### src/rfc_pkg.sv
package rfc_pkg;

   // ==========================================================
   // Register byte indices (one byte per index)
   localparam logic [3:0] BYTE_CH_LOW   = 4'h0;
   localparam logic [3:0] BYTE_MODE     = 4'h1;
   localparam logic [3:0] BYTE_AFW      = 4'h2;
   localparam logic [3:0] BYTE_RX_LEN   = 4'h3;
   localparam logic [3:0] BYTE_TX_LEN   = 4'h4;
   localparam logic [3:0] BYTE_RXADDR0  = 4'h5;
   localparam logic [3:0] BYTE_RXADDR3  = 4'h8;
   localparam logic [3:0] BYTE_CLOCK    = 4'h9;
   localparam int         NUM_BYTES     = 10;

   // ==========================================================
   // Field positions within their bytes
   localparam int POS_CH8        = 0;
   localparam int POS_BAND       = 1;
   localparam int POS_PWR_LO     = 2;
   localparam int POS_RX_LOW_I   = 4;
   localparam int POS_RESEND     = 5;
   localparam int POS_RX_WIDTH_LO = 0;
   localparam int POS_TX_WIDTH_LO = 4;
   localparam int POS_DIV_LO     = 0;
   localparam int POS_XTAL_SEL   = 2;
   localparam int POS_XTAL_CODE_LO = 3;
   localparam int POS_CRC_EN     = 6;
   localparam int POS_CRC_MODE   = 7;

   // ==========================================================
   // Reset values
   localparam logic [8:0]  RST_CHANNEL   = 9'h06C;
   localparam logic        RST_BAND      = 1'h0;
   localparam logic [1:0]  RST_PWR       = 2'h0;
   localparam logic        RST_LOW_I     = 1'h0;
   localparam logic        RST_RESEND    = 1'h0;
   localparam logic [2:0]  RST_AFW       = 3'h4;
   localparam logic [5:0]  RST_PW        = 6'h20;
   localparam logic [31:0] RST_RX_ADDR   = 32'hE7E7E7E7;
   localparam logic [1:0]  RST_DIV       = 2'h0;
   localparam logic        RST_XTAL_SEL  = 1'h0;
   localparam logic [2:0]  RST_XTAL_CODE = 3'h0;
   localparam logic        RST_CRC_EN    = 1'h1;
   localparam logic        RST_CRC_MODE  = 1'h1;
   localparam logic [7:0]  READ_ZERO     = 8'h00;
   localparam logic [2:0]  RST_LOG2_DIV  = 3'h1;
   localparam logic [31:0] RST_MASK      = 32'hFFFFFFFF;

   // Carrier base in 100 kHz steps: 422.4 MHz = 4224
   localparam logic [15:0] FREQ_BASE_100K = 16'h1080;

endpackage
### src/rfc_config_bank.sv
// Strobed register access and the placing of the registers were left to the implementer.
`timescale 1ns/10ps

// Functional notes
// - Nine-bit channel number, resets to 108, sets carrier with band.
// - Carrier MHz equals (422.4 + channel/10) times (1 + band).
// - Band select resets 0; 0 is 433 band, 1 is 868/915.
// - Output power resets 00; codes give -10, -2, +6, +10 dBm.
// - Receive low-current resets 0; 1 trims receiver current.
// - Auto-resend repeats transmission while chip enable and select high.
// - Receive address width resets to 100; codes 001 to 100 bytes.
// - Transmit address width resets to 100; one to four bytes.
// - Receive payload length resets to 32; value is bytes.
// - Transmit payload length resets to 32; value is bytes.
// - Own receive address resets E7E7E7E7; width selects used bytes.
// - CPU divider resets 00; gives 4, 2, 1 MHz or 500 kHz.
// - Clock source resets 0; 1 runs CPU straight from crystal.
// - Crystal code loaded at boot from the boot memory header.
// - Checksum enable resets to 1; 0 disables checksum.
// - Checksum length resets 1; 0 is 8-bit, 1 is 16-bit.
// - Byte 0 holds low channel bits; byte 1 holds mode bits.
module rfc_config_bank (
   input  wire logic        clk_in,
   input  wire logic        rst_n_in,
   input  wire logic [3:0]  reg_addr_in,
   input  wire logic [7:0]  reg_wdata_in,
   input  wire logic        reg_write_in,
   input  wire logic        reg_read_in,
   input  wire logic        boot_load_in,
   input  wire logic [2:0]  boot_header_crystal_code_in,
   input  wire logic        radio_chip_enable_in,
   input  wire logic        transmit_select_in,
   input  wire logic        packet_done_in,
   output logic      [7:0]  reg_rdata_out,
   output logic      [8:0]  channel_number_out,
   output logic             band_select_out,
   output logic      [1:0]  output_power_level_out,
   output logic             receive_low_current_out,
   output logic             auto_resend_out,
   output logic      [2:0]  rx_addr_width_sel_out,
   output logic      [2:0]  tx_addr_width_sel_out,
   output logic      [5:0]  rx_payload_len_out,
   output logic      [5:0]  tx_payload_len_out,
   output logic      [31:0] rx_address_out,
   output logic      [31:0] rx_address_mask_out,
   output logic      [1:0]  cpu_clock_divider_out,
   output logic             cpu_clock_from_crystal_out,
   output logic      [2:0]  crystal_freq_code_out,
   output logic             checksum_enable_out,
   output logic             checksum_16bit_out,
   output logic      [15:0] carrier_freq_100khz_out,
   output logic      [2:0]  cpu_clock_log2_div_out,
   output logic             tx_restart_out
);

   // ==========================================================
   // Write decode
   // Unmapped indices match no decode, so their writes are dropped
   logic       wr_ch_low;
   logic       wr_mode;
   logic       wr_afw;
   logic       wr_rx_payload_len;
   logic       wr_tx_payload_len;
   logic       wr_clock;
   logic [7:0] next_rdata;

   function automatic logic hit(input logic [3:0] a, input logic [3:0] b);
      hit = reg_write_in && (a == b);
   endfunction

   assign wr_ch_low = hit(reg_addr_in, rfc_pkg::BYTE_CH_LOW);
   assign wr_mode   = hit(reg_addr_in, rfc_pkg::BYTE_MODE);
   assign wr_afw    = hit(reg_addr_in, rfc_pkg::BYTE_AFW);
   assign wr_rx_payload_len  = hit(reg_addr_in, rfc_pkg::BYTE_RX_LEN);
   assign wr_tx_payload_len  = hit(reg_addr_in, rfc_pkg::BYTE_TX_LEN);
   assign wr_clock  = hit(reg_addr_in, rfc_pkg::BYTE_CLOCK);

   // ==========================================================
   // Own receive address helpers, shared by write and read-back
   // True for the four register bytes that hold the address
   function automatic logic is_addr_byte(input logic [3:0] a);
      is_addr_byte = (a >= rfc_pkg::BYTE_RXADDR0) &&
                     (a <= rfc_pkg::BYTE_RXADDR3);
   endfunction

   // Byte slot inside the address; only valid with is_addr_byte
   function automatic logic [1:0] addr_slot(input logic [3:0] a);
      logic [3:0] diff;
      diff      = a - rfc_pkg::BYTE_RXADDR0;
      addr_slot = diff[1:0];
   endfunction

   // ==========================================================
   // Channel, byte 0 and bit 0 of byte 1
   // Separate strobes keep a byte 0 write from touching bit 8
   // channel field
   always_ff @(posedge clk_in or negedge rst_n_in) begin
      if (!rst_n_in) begin
         channel_number_out <= rfc_pkg::RST_CHANNEL;
      end else if (wr_ch_low) begin
         channel_number_out[7:0] <= reg_wdata_in;
      end else if (wr_mode) begin
         channel_number_out[8] <= reg_wdata_in[rfc_pkg::POS_CH8];
      end
   end

   // ==========================================================
   // Mode byte fields
   // Bits 7 and 6 of the mode byte are spare and never stored
   // band select
   always_ff @(posedge clk_in or negedge rst_n_in) begin
      if (!rst_n_in) begin
         band_select_out         <= rfc_pkg::RST_BAND;
         output_power_level_out  <= rfc_pkg::RST_PWR;
         receive_low_current_out <= rfc_pkg::RST_LOW_I;
         auto_resend_out         <= rfc_pkg::RST_RESEND;
      end else if (wr_mode) begin
         band_select_out         <= reg_wdata_in[rfc_pkg::POS_BAND];
         output_power_level_out  <=
            reg_wdata_in[rfc_pkg::POS_PWR_LO +: 2];
         receive_low_current_out <= reg_wdata_in[rfc_pkg::POS_RX_LOW_I];
         auto_resend_out         <= reg_wdata_in[rfc_pkg::POS_RESEND];
      end
   end

   // ==========================================================
   // Address and payload widths
   // Codes are stored as written; legality is left to software
   // receive width
   always_ff @(posedge clk_in or negedge rst_n_in) begin
      if (!rst_n_in) begin
         rx_addr_width_sel_out <= rfc_pkg::RST_AFW;
         tx_addr_width_sel_out <= rfc_pkg::RST_AFW;
      end else if (wr_afw) begin
         rx_addr_width_sel_out <=
            reg_wdata_in[rfc_pkg::POS_RX_WIDTH_LO +: 3];
         tx_addr_width_sel_out <=
            reg_wdata_in[rfc_pkg::POS_TX_WIDTH_LO +: 3];
      end
   end

   always_ff @(posedge clk_in or negedge rst_n_in) begin
      if (!rst_n_in) begin
         rx_payload_len_out <= rfc_pkg::RST_PW;
         tx_payload_len_out <= rfc_pkg::RST_PW;
      end else begin
         if (wr_rx_payload_len) begin
            rx_payload_len_out <= reg_wdata_in[5:0];
         end
         if (wr_tx_payload_len) begin
            tx_payload_len_out <= reg_wdata_in[5:0];
         end
      end
   end

   // ==========================================================
   // Own receive address, bytes 5 to 8, byte 0 in low bits
   // address bytes
   always_ff @(posedge clk_in or negedge rst_n_in) begin
      if (!rst_n_in) begin
         rx_address_out <= rfc_pkg::RST_RX_ADDR;
      end else if (reg_write_in && is_addr_byte(reg_addr_in)) begin
         rx_address_out[{addr_slot(reg_addr_in), 3'h0} +: 8]
            <= reg_wdata_in;
      end
   end

   // match mask
   // Codes beyond four bytes clamp to all bytes rather than wrap
   // A zero code leaves nothing to match; software must avoid it
   always_ff @(posedge clk_in or negedge rst_n_in) begin
      if (!rst_n_in) begin
         rx_address_mask_out <= rfc_pkg::RST_MASK;
      end else begin
         unique case (rx_addr_width_sel_out)
            3'h0:    rx_address_mask_out <= 32'h00000000;
            3'h1:    rx_address_mask_out <= 32'h000000FF;
            3'h2:    rx_address_mask_out <= 32'h0000FFFF;
            3'h3:    rx_address_mask_out <= 32'h00FFFFFF;
            default: rx_address_mask_out <= 32'hFFFFFFFF;
         endcase
      end
   end

   // ==========================================================
   // Clock and checksum byte
   // divider field
   always_ff @(posedge clk_in or negedge rst_n_in) begin
      if (!rst_n_in) begin
         cpu_clock_divider_out      <= rfc_pkg::RST_DIV;
         cpu_clock_from_crystal_out <= rfc_pkg::RST_XTAL_SEL;
         checksum_enable_out        <= rfc_pkg::RST_CRC_EN;
         checksum_16bit_out         <= rfc_pkg::RST_CRC_MODE;
      end else if (wr_clock) begin
         cpu_clock_divider_out      <= reg_wdata_in[rfc_pkg::POS_DIV_LO +: 2];
         cpu_clock_from_crystal_out <= reg_wdata_in[rfc_pkg::POS_XTAL_SEL];
         checksum_enable_out        <= reg_wdata_in[rfc_pkg::POS_CRC_EN];
         checksum_16bit_out         <= reg_wdata_in[rfc_pkg::POS_CRC_MODE];
      end
   end

   // Boot load wins over a software write in the same cycle
   // boot header load
   always_ff @(posedge clk_in or negedge rst_n_in) begin
      if (!rst_n_in) begin
         crystal_freq_code_out <= rfc_pkg::RST_XTAL_CODE;
      end else if (boot_load_in) begin
         crystal_freq_code_out <= boot_header_crystal_code_in;
      end else if (wr_clock) begin
         crystal_freq_code_out <=
            reg_wdata_in[rfc_pkg::POS_XTAL_CODE_LO +: 3];
      end
   end

   // ==========================================================
   // CPU clock: 0 means crystal direct, else divide of 8 MHz base
   // Kept as a shift count so the clock divider needs no decoder
   // divider decode
   always_ff @(posedge clk_in or negedge rst_n_in) begin
      if (!rst_n_in) begin
         cpu_clock_log2_div_out <= rfc_pkg::RST_LOG2_DIV;
      end else if (cpu_clock_from_crystal_out) begin
         cpu_clock_log2_div_out <= 3'h0;
      end else begin
         cpu_clock_log2_div_out <= {1'b0, cpu_clock_divider_out} + 3'h1;
      end
   end

   // ==========================================================
   // Resend: restart pulse after each packet while both lines high
   // No repeat count is kept; the engine stops when a line drops
   // repeat transmit
   always_ff @(posedge clk_in or negedge rst_n_in) begin
      if (!rst_n_in) begin
         tx_restart_out <= 1'b0;
      end else begin
         tx_restart_out <= auto_resend_out && radio_chip_enable_in &&
                           transmit_select_in && packet_done_in;
      end
   end

   // ==========================================================
   // Read-back, data one cycle after the strobe; unused bits zero
   // byte packing
   always_comb begin
      next_rdata = rfc_pkg::READ_ZERO;
      if (reg_read_in) begin
         unique case (reg_addr_in)
            rfc_pkg::BYTE_CH_LOW: next_rdata = channel_number_out[7:0];
            rfc_pkg::BYTE_MODE:   next_rdata = {2'b00, auto_resend_out,
                                     receive_low_current_out,
                                     output_power_level_out,
                                     band_select_out,
                                     channel_number_out[8]};
            rfc_pkg::BYTE_AFW:    next_rdata = {1'b0, tx_addr_width_sel_out,
                                     1'b0, rx_addr_width_sel_out};
            rfc_pkg::BYTE_RX_LEN: next_rdata = {2'b00, rx_payload_len_out};
            rfc_pkg::BYTE_TX_LEN: next_rdata = {2'b00, tx_payload_len_out};
            rfc_pkg::BYTE_CLOCK:  next_rdata = {checksum_16bit_out,
                                     checksum_enable_out,
                                     crystal_freq_code_out,
                                     cpu_clock_from_crystal_out,
                                     cpu_clock_divider_out};
            default: begin
               // Address bytes share one slice; the rest read as zero
               if (is_addr_byte(reg_addr_in)) begin
                  next_rdata = rx_address_out[{addr_slot(reg_addr_in),
                                               3'h0} +: 8];
               end
            end
         endcase
      end
   end

   // Read data register, zero when no read
   // Zero between reads keeps stale data from looking like an answer
   always_ff @(posedge clk_in or negedge rst_n_in) begin
      if (!rst_n_in) begin
         reg_rdata_out <= rfc_pkg::READ_ZERO;
      end else begin
         reg_rdata_out <= next_rdata;
      end
   end

   // ==========================================================
   // Carrier frequency
   // frequency calculator
   rfc_freq_calc u_freq (
      .clk_in            (clk_in),
      .rst_n_in          (rst_n_in),
      .channel_number_in (channel_number_out),
      .band_select_in    (band_select_out),
      .freq_100khz_out   (carrier_freq_100khz_out)
   );

endmodule // rfc_config_bank

### src/rfc_freq_calc.sv
`timescale 1ns/10ps

// ==========================================================
// Carrier frequency in 100 kHz units, registered
module rfc_freq_calc (
   input  wire logic        clk_in,
   input  wire logic        rst_n_in,
   input  wire logic [8:0]  channel_number_in,
   input  wire logic        band_select_in,
   output logic      [15:0] freq_100khz_out
);

   logic [15:0] base_sum;

   assign base_sum = rfc_pkg::FREQ_BASE_100K + {7'h00, channel_number_in};

   always_ff @(posedge clk_in or negedge rst_n_in) begin
      if (!rst_n_in) begin
         freq_100khz_out <= 16'h0000;
      end else if (band_select_in) begin
         freq_100khz_out <= {base_sum[14:0], 1'b0};
      end else begin
         freq_100khz_out <= base_sum;
      end
   end

endmodule // rfc_freq_calc

### config.mk
export PLATFORM = sky130hd
export DESIGN_NAME = rfc_config_bank
export DESIGN_NICKNAME = d
export VERILOG_FILES = /design/src/rfc_pkg.sv /design/src/rfc_config_bank.sv /design/src/rfc_freq_calc.sv
export SDC_FILE = /design/constraint.sdc
export NUM_CORES = 1
export LEC_CHECK = 0
export BUFFER_PORTS_ARGS = -buffer_cell sky130_fd_sc_hd__buf_4
export CAP_MARGIN = 20
export CORE_UTILIZATION = 50
export DETAILED_ROUTE_END_ITERATION = 12
export GPL_TIMING_DRIVEN = 0
export PLACE_DENSITY = 0.78
export SLEW_MARGIN = 0
export SYNTH_ARGS = -nofsm -noshare
export SYNTH_HDL_FRONTEND = slang
export SYNTH_SLANG_ARGS = --single-unit
### constraint.sdc
create_clock -name clk_in -period 1.96 [get_ports clk_in]
set_clock_uncertainty 0.05 [all_clocks]
set_input_delay 0.098 -clock clk_in [delete_from_list [all_inputs] [get_ports clk_in]]
set_output_delay 0.098 -clock clk_in [all_outputs]
set_load 0.01 [all_outputs]
==> summary.md <==
| Metric | Value |
|---|---|
| Post-Route WL | `between 10 and 15 mm` |
| Setup ws final | `118 ps` |
| # rows | `35` |
| Ys flop type | `dfrtp_1` |
| #FFs+latches synth | `roughly 100` |
| Crit start category | `input pin` |
| Pin count of the biggest net entering global routing | `76` |
| Minimum clock period | `roughly 1800 ps` |
| Die H | `101 µm` |
| Num CTS Buffers | `9` |
| Initial drt markers | `225` |
| Netlist Area Pre-Place | `4940 µm²` |
| CP Max Fanout | `8` |
| Class of the most critical setup path | `in2reg` |
| Die area | `10300 µm²` |
| Ys Warns | `0` |
| Die X-Extent | `slightly above 100 µm` |
| CTS Buffer Depth | `2` |
| Met1 Resource Use GR | `33.9%` |
| Setup Viol. Count Final | `0` |
| Initial core utilization | `52.5%` |
| Clk pin slew, worst setup/hold paths | `90 ps` |
| Placed Area | `~6200 µm²` |
| Asr flop ratio synth | `100%` |
| Critical Path RT | `roughly 2200 ps` |
| Period utilization | `94.0%` |
| FMAX | `543 MHz` |
| Ports | `155` |
| TritonCTS clock tree | `built` |
| Crit path capture type | `flop` |
| Final Core Density | `69.6%` |
| GR peak layer | `met2` |
| Via count | `3809` |
| CTS root buf | `clkbuf_8` |
| Remaining DRCs | `0` |
| H-tree depth | `3` |
| Max-cap violation count | `0` |
| Area of the core | `roughly 9400 µm²` |
| Antenna violations before repair | `0` |
| Leakage | `3.26 nW` |
| Post CTS Setup Buffer Count | `0` |
| DP Worst Slack | `-523 ps` |
| Yosys cell types | `47` |
| Routed len/inst | `17.3 µm` |
| Critical path arrival | `between 2000 and 2500 ps` |
| Routed Antenna Nets | `0` |
| Final Cell Area | `6560 µm²` |
| Mean post-synth cell area | `11.7 µm²` |
| Hold WC Path Type | `in2reg` |
| Fraction of layout cells with a size suffix above 1 | `about half` |
| Tot GR Track Use | `25.5%` |
| DRT Pass-1 Iters | `4` |
| Diodes inserted | `0` |
| M3 GR Usage | `4.14%` |
| Sequential-to-total area share from yosys stat | `52.2%` |
| Fin. max-slew vios | `0` |
| Final Hold Violating Endpoints | `0` |
| DP Wirelength | `9.13 mm` |
| Vias per cell | `around 5.2` |
| GR Overflow Total | `0` |
| Input/output buffers | `between 100 and 150` |
| Outcome | `finished clean` |
| Vias in the first global route | `3746` |
| Rel. slew slack | `57.7%` |
| Most frequent cells in the layout | `177 x buf_4, 62 x dfrtp_1, 52 x nand2_1, 42 x mux2_2, 39 x dfstp_2` |
| Pwr Density | `1040 nW/µm²` |
| Area grow syn2layout | `32.8%` |
| EDFF count, synth | `0` |
| Placer Congestion | `0.831` |
| First-pass GRT wire length | `between 15 and 20 mm` |
| Fillers | `694` |
| Slew @ Worst Pin | `631 ps` |
| Clock latency on the worst-skew pair | `370 ps` |
| Met2 Usage GRT | `between 40% and 50%` |
| IR drop worst, VDD | `0.524 mV` |
| Synthesized instance count | `422` |
| Most common cell after layout, fill and taps aside | `buf_4` |
| Sink Count | `101` |
| RSZ-0062 raised after global routing | `false` |
| Nets | `625` |
==> cells by family after synthesis <==
kind of cell,count (synthesis),synth area share [%]
simple gates,93,9.60
fa+ha+maj,9,2.28
buf+inv,86,9.45
mux,80,19.3
flops,101,52.2
other cells,1,0.0759
compound gates,52,7.14
==> worst paths after layout <==
kind / start / to / slack, ps / depth (start not counted)
max: reg_addr_in[1] / crystal_freq_code_out[0] / 120 / 8
min: reg_wdata_in[0] / rx_address_out[0] / 80 / 3
max reg2reg: band_select_out / u_freq.freq_100khz_out[9] / 410 / 3
min reg2reg: band_select_out / u_freq.freq_100khz_out[13] / 360 / 0
max in group asynchronous: rst_n_in / rx_address_mask_out[7] / 970 / 3
min in group asynchronous: rst_n_in / rx_address_out[12] / 140 / 2
==> cells in the mapped netlist (2+ instances only) <==
cell type  count  area share [%]
a21boi_0       4            0.61
a21oi_1        4            0.41
a222oi_1       5             1.0
a22oi_1        9             1.4
and2_1         2            0.25
and3_1         5            0.63
buf_2          7            0.71
buf_4         34             5.2
clkbuf_1      13            0.99
dfrtp_1       62              31
dfstp_2       39              21
ha_1           9             2.3
inv_1         30             2.3
mux2_2        42             9.6
mux2i_1       30             6.1
mux4_2         8             3.6
nand2_1       52             4.0
nand3_1        7            0.71
nand3_2        3            0.61
nor2_1         6            0.46
nor2b_1        6            0.76
o21ai_0       13             1.3
o21ai_1        8            0.81
==> power breakdown <==
part | leakage [nW] | total (mW) | internal [mW] | switching, mW
Combinational | 1.98 | 2.43 | 1.40 | 1.03
Sequential | 1.19 | 3.07 | 2.67 | 0.399
Clock | 0.0960 | 1.33 | 0.595 | 0.736
==> registers in the layout, summed over array words and instances (netlist names), 4 cells and up <==
name,cells
rx_address_mask_out,4
reg_rdata_out,8
u_freq.freq_100khz_out,13
tx_payload_len_out,6
rx_payload_len_out,6
rx_address_out,32
channel_number_out,9
==> per-layer routing <==
metal	vias up	wire length (µm)
li1	1748	-
met1	1880	5160
met2	159	6370
met3	22	765
met4	0	291
met5	-	0
==> area by class of cell <==
cell class	instances	area, µm²	share of cell area (%)
clock inverters	7	72.6	1.11
plain buffers	55	350	5.34
flip-flops and latches	101	2580	39.3
inverters	31	116	1.77
multi-input cells	237	1920	29.2
well taps	129	161	2.46
repair buffers	158	1240	18.9
clock buffers	9	124	1.89
==> worst max-delay path, cell delays in order <==
cell	delay [ps]
buf_4	130
inv_1	90
ha_1	310
and3b_1	310
nand2_2	210
mux2i_1	180
o21ai_0	190
dlygate4sd3_1	570
==> through the flow <==
| step | cells | power (mW) | setup TNS, ps | hold WS [ps] |
|---|---|---|---|---|
| floorplan | 424 | 4.22 | 0 | -248 |
| global placement | 696 | 5.43 | -6470 | 253 |
| detailed placement | 697 | 5.53 | -8230 | -7.13 |
| CTS | 727 | 6.87 | 0 | 82.6 |
| global route | 727 | 7.19 | 0 | 106 |
| finish | 727 | 6.83 | 0 | 84.1 |
==> what timing repair did <==
item / in CTS / in global routing
pin swaps: 0 / 0
gates resized for setup: 1 / 1
hold buffers: 14 / 0
cloned: 0 / 0
setup endpoints to repair: 8 / 8
endpoints found under the hold margin: 45 / 0
No activity file was read; power rests on OpenSTA's default activity.
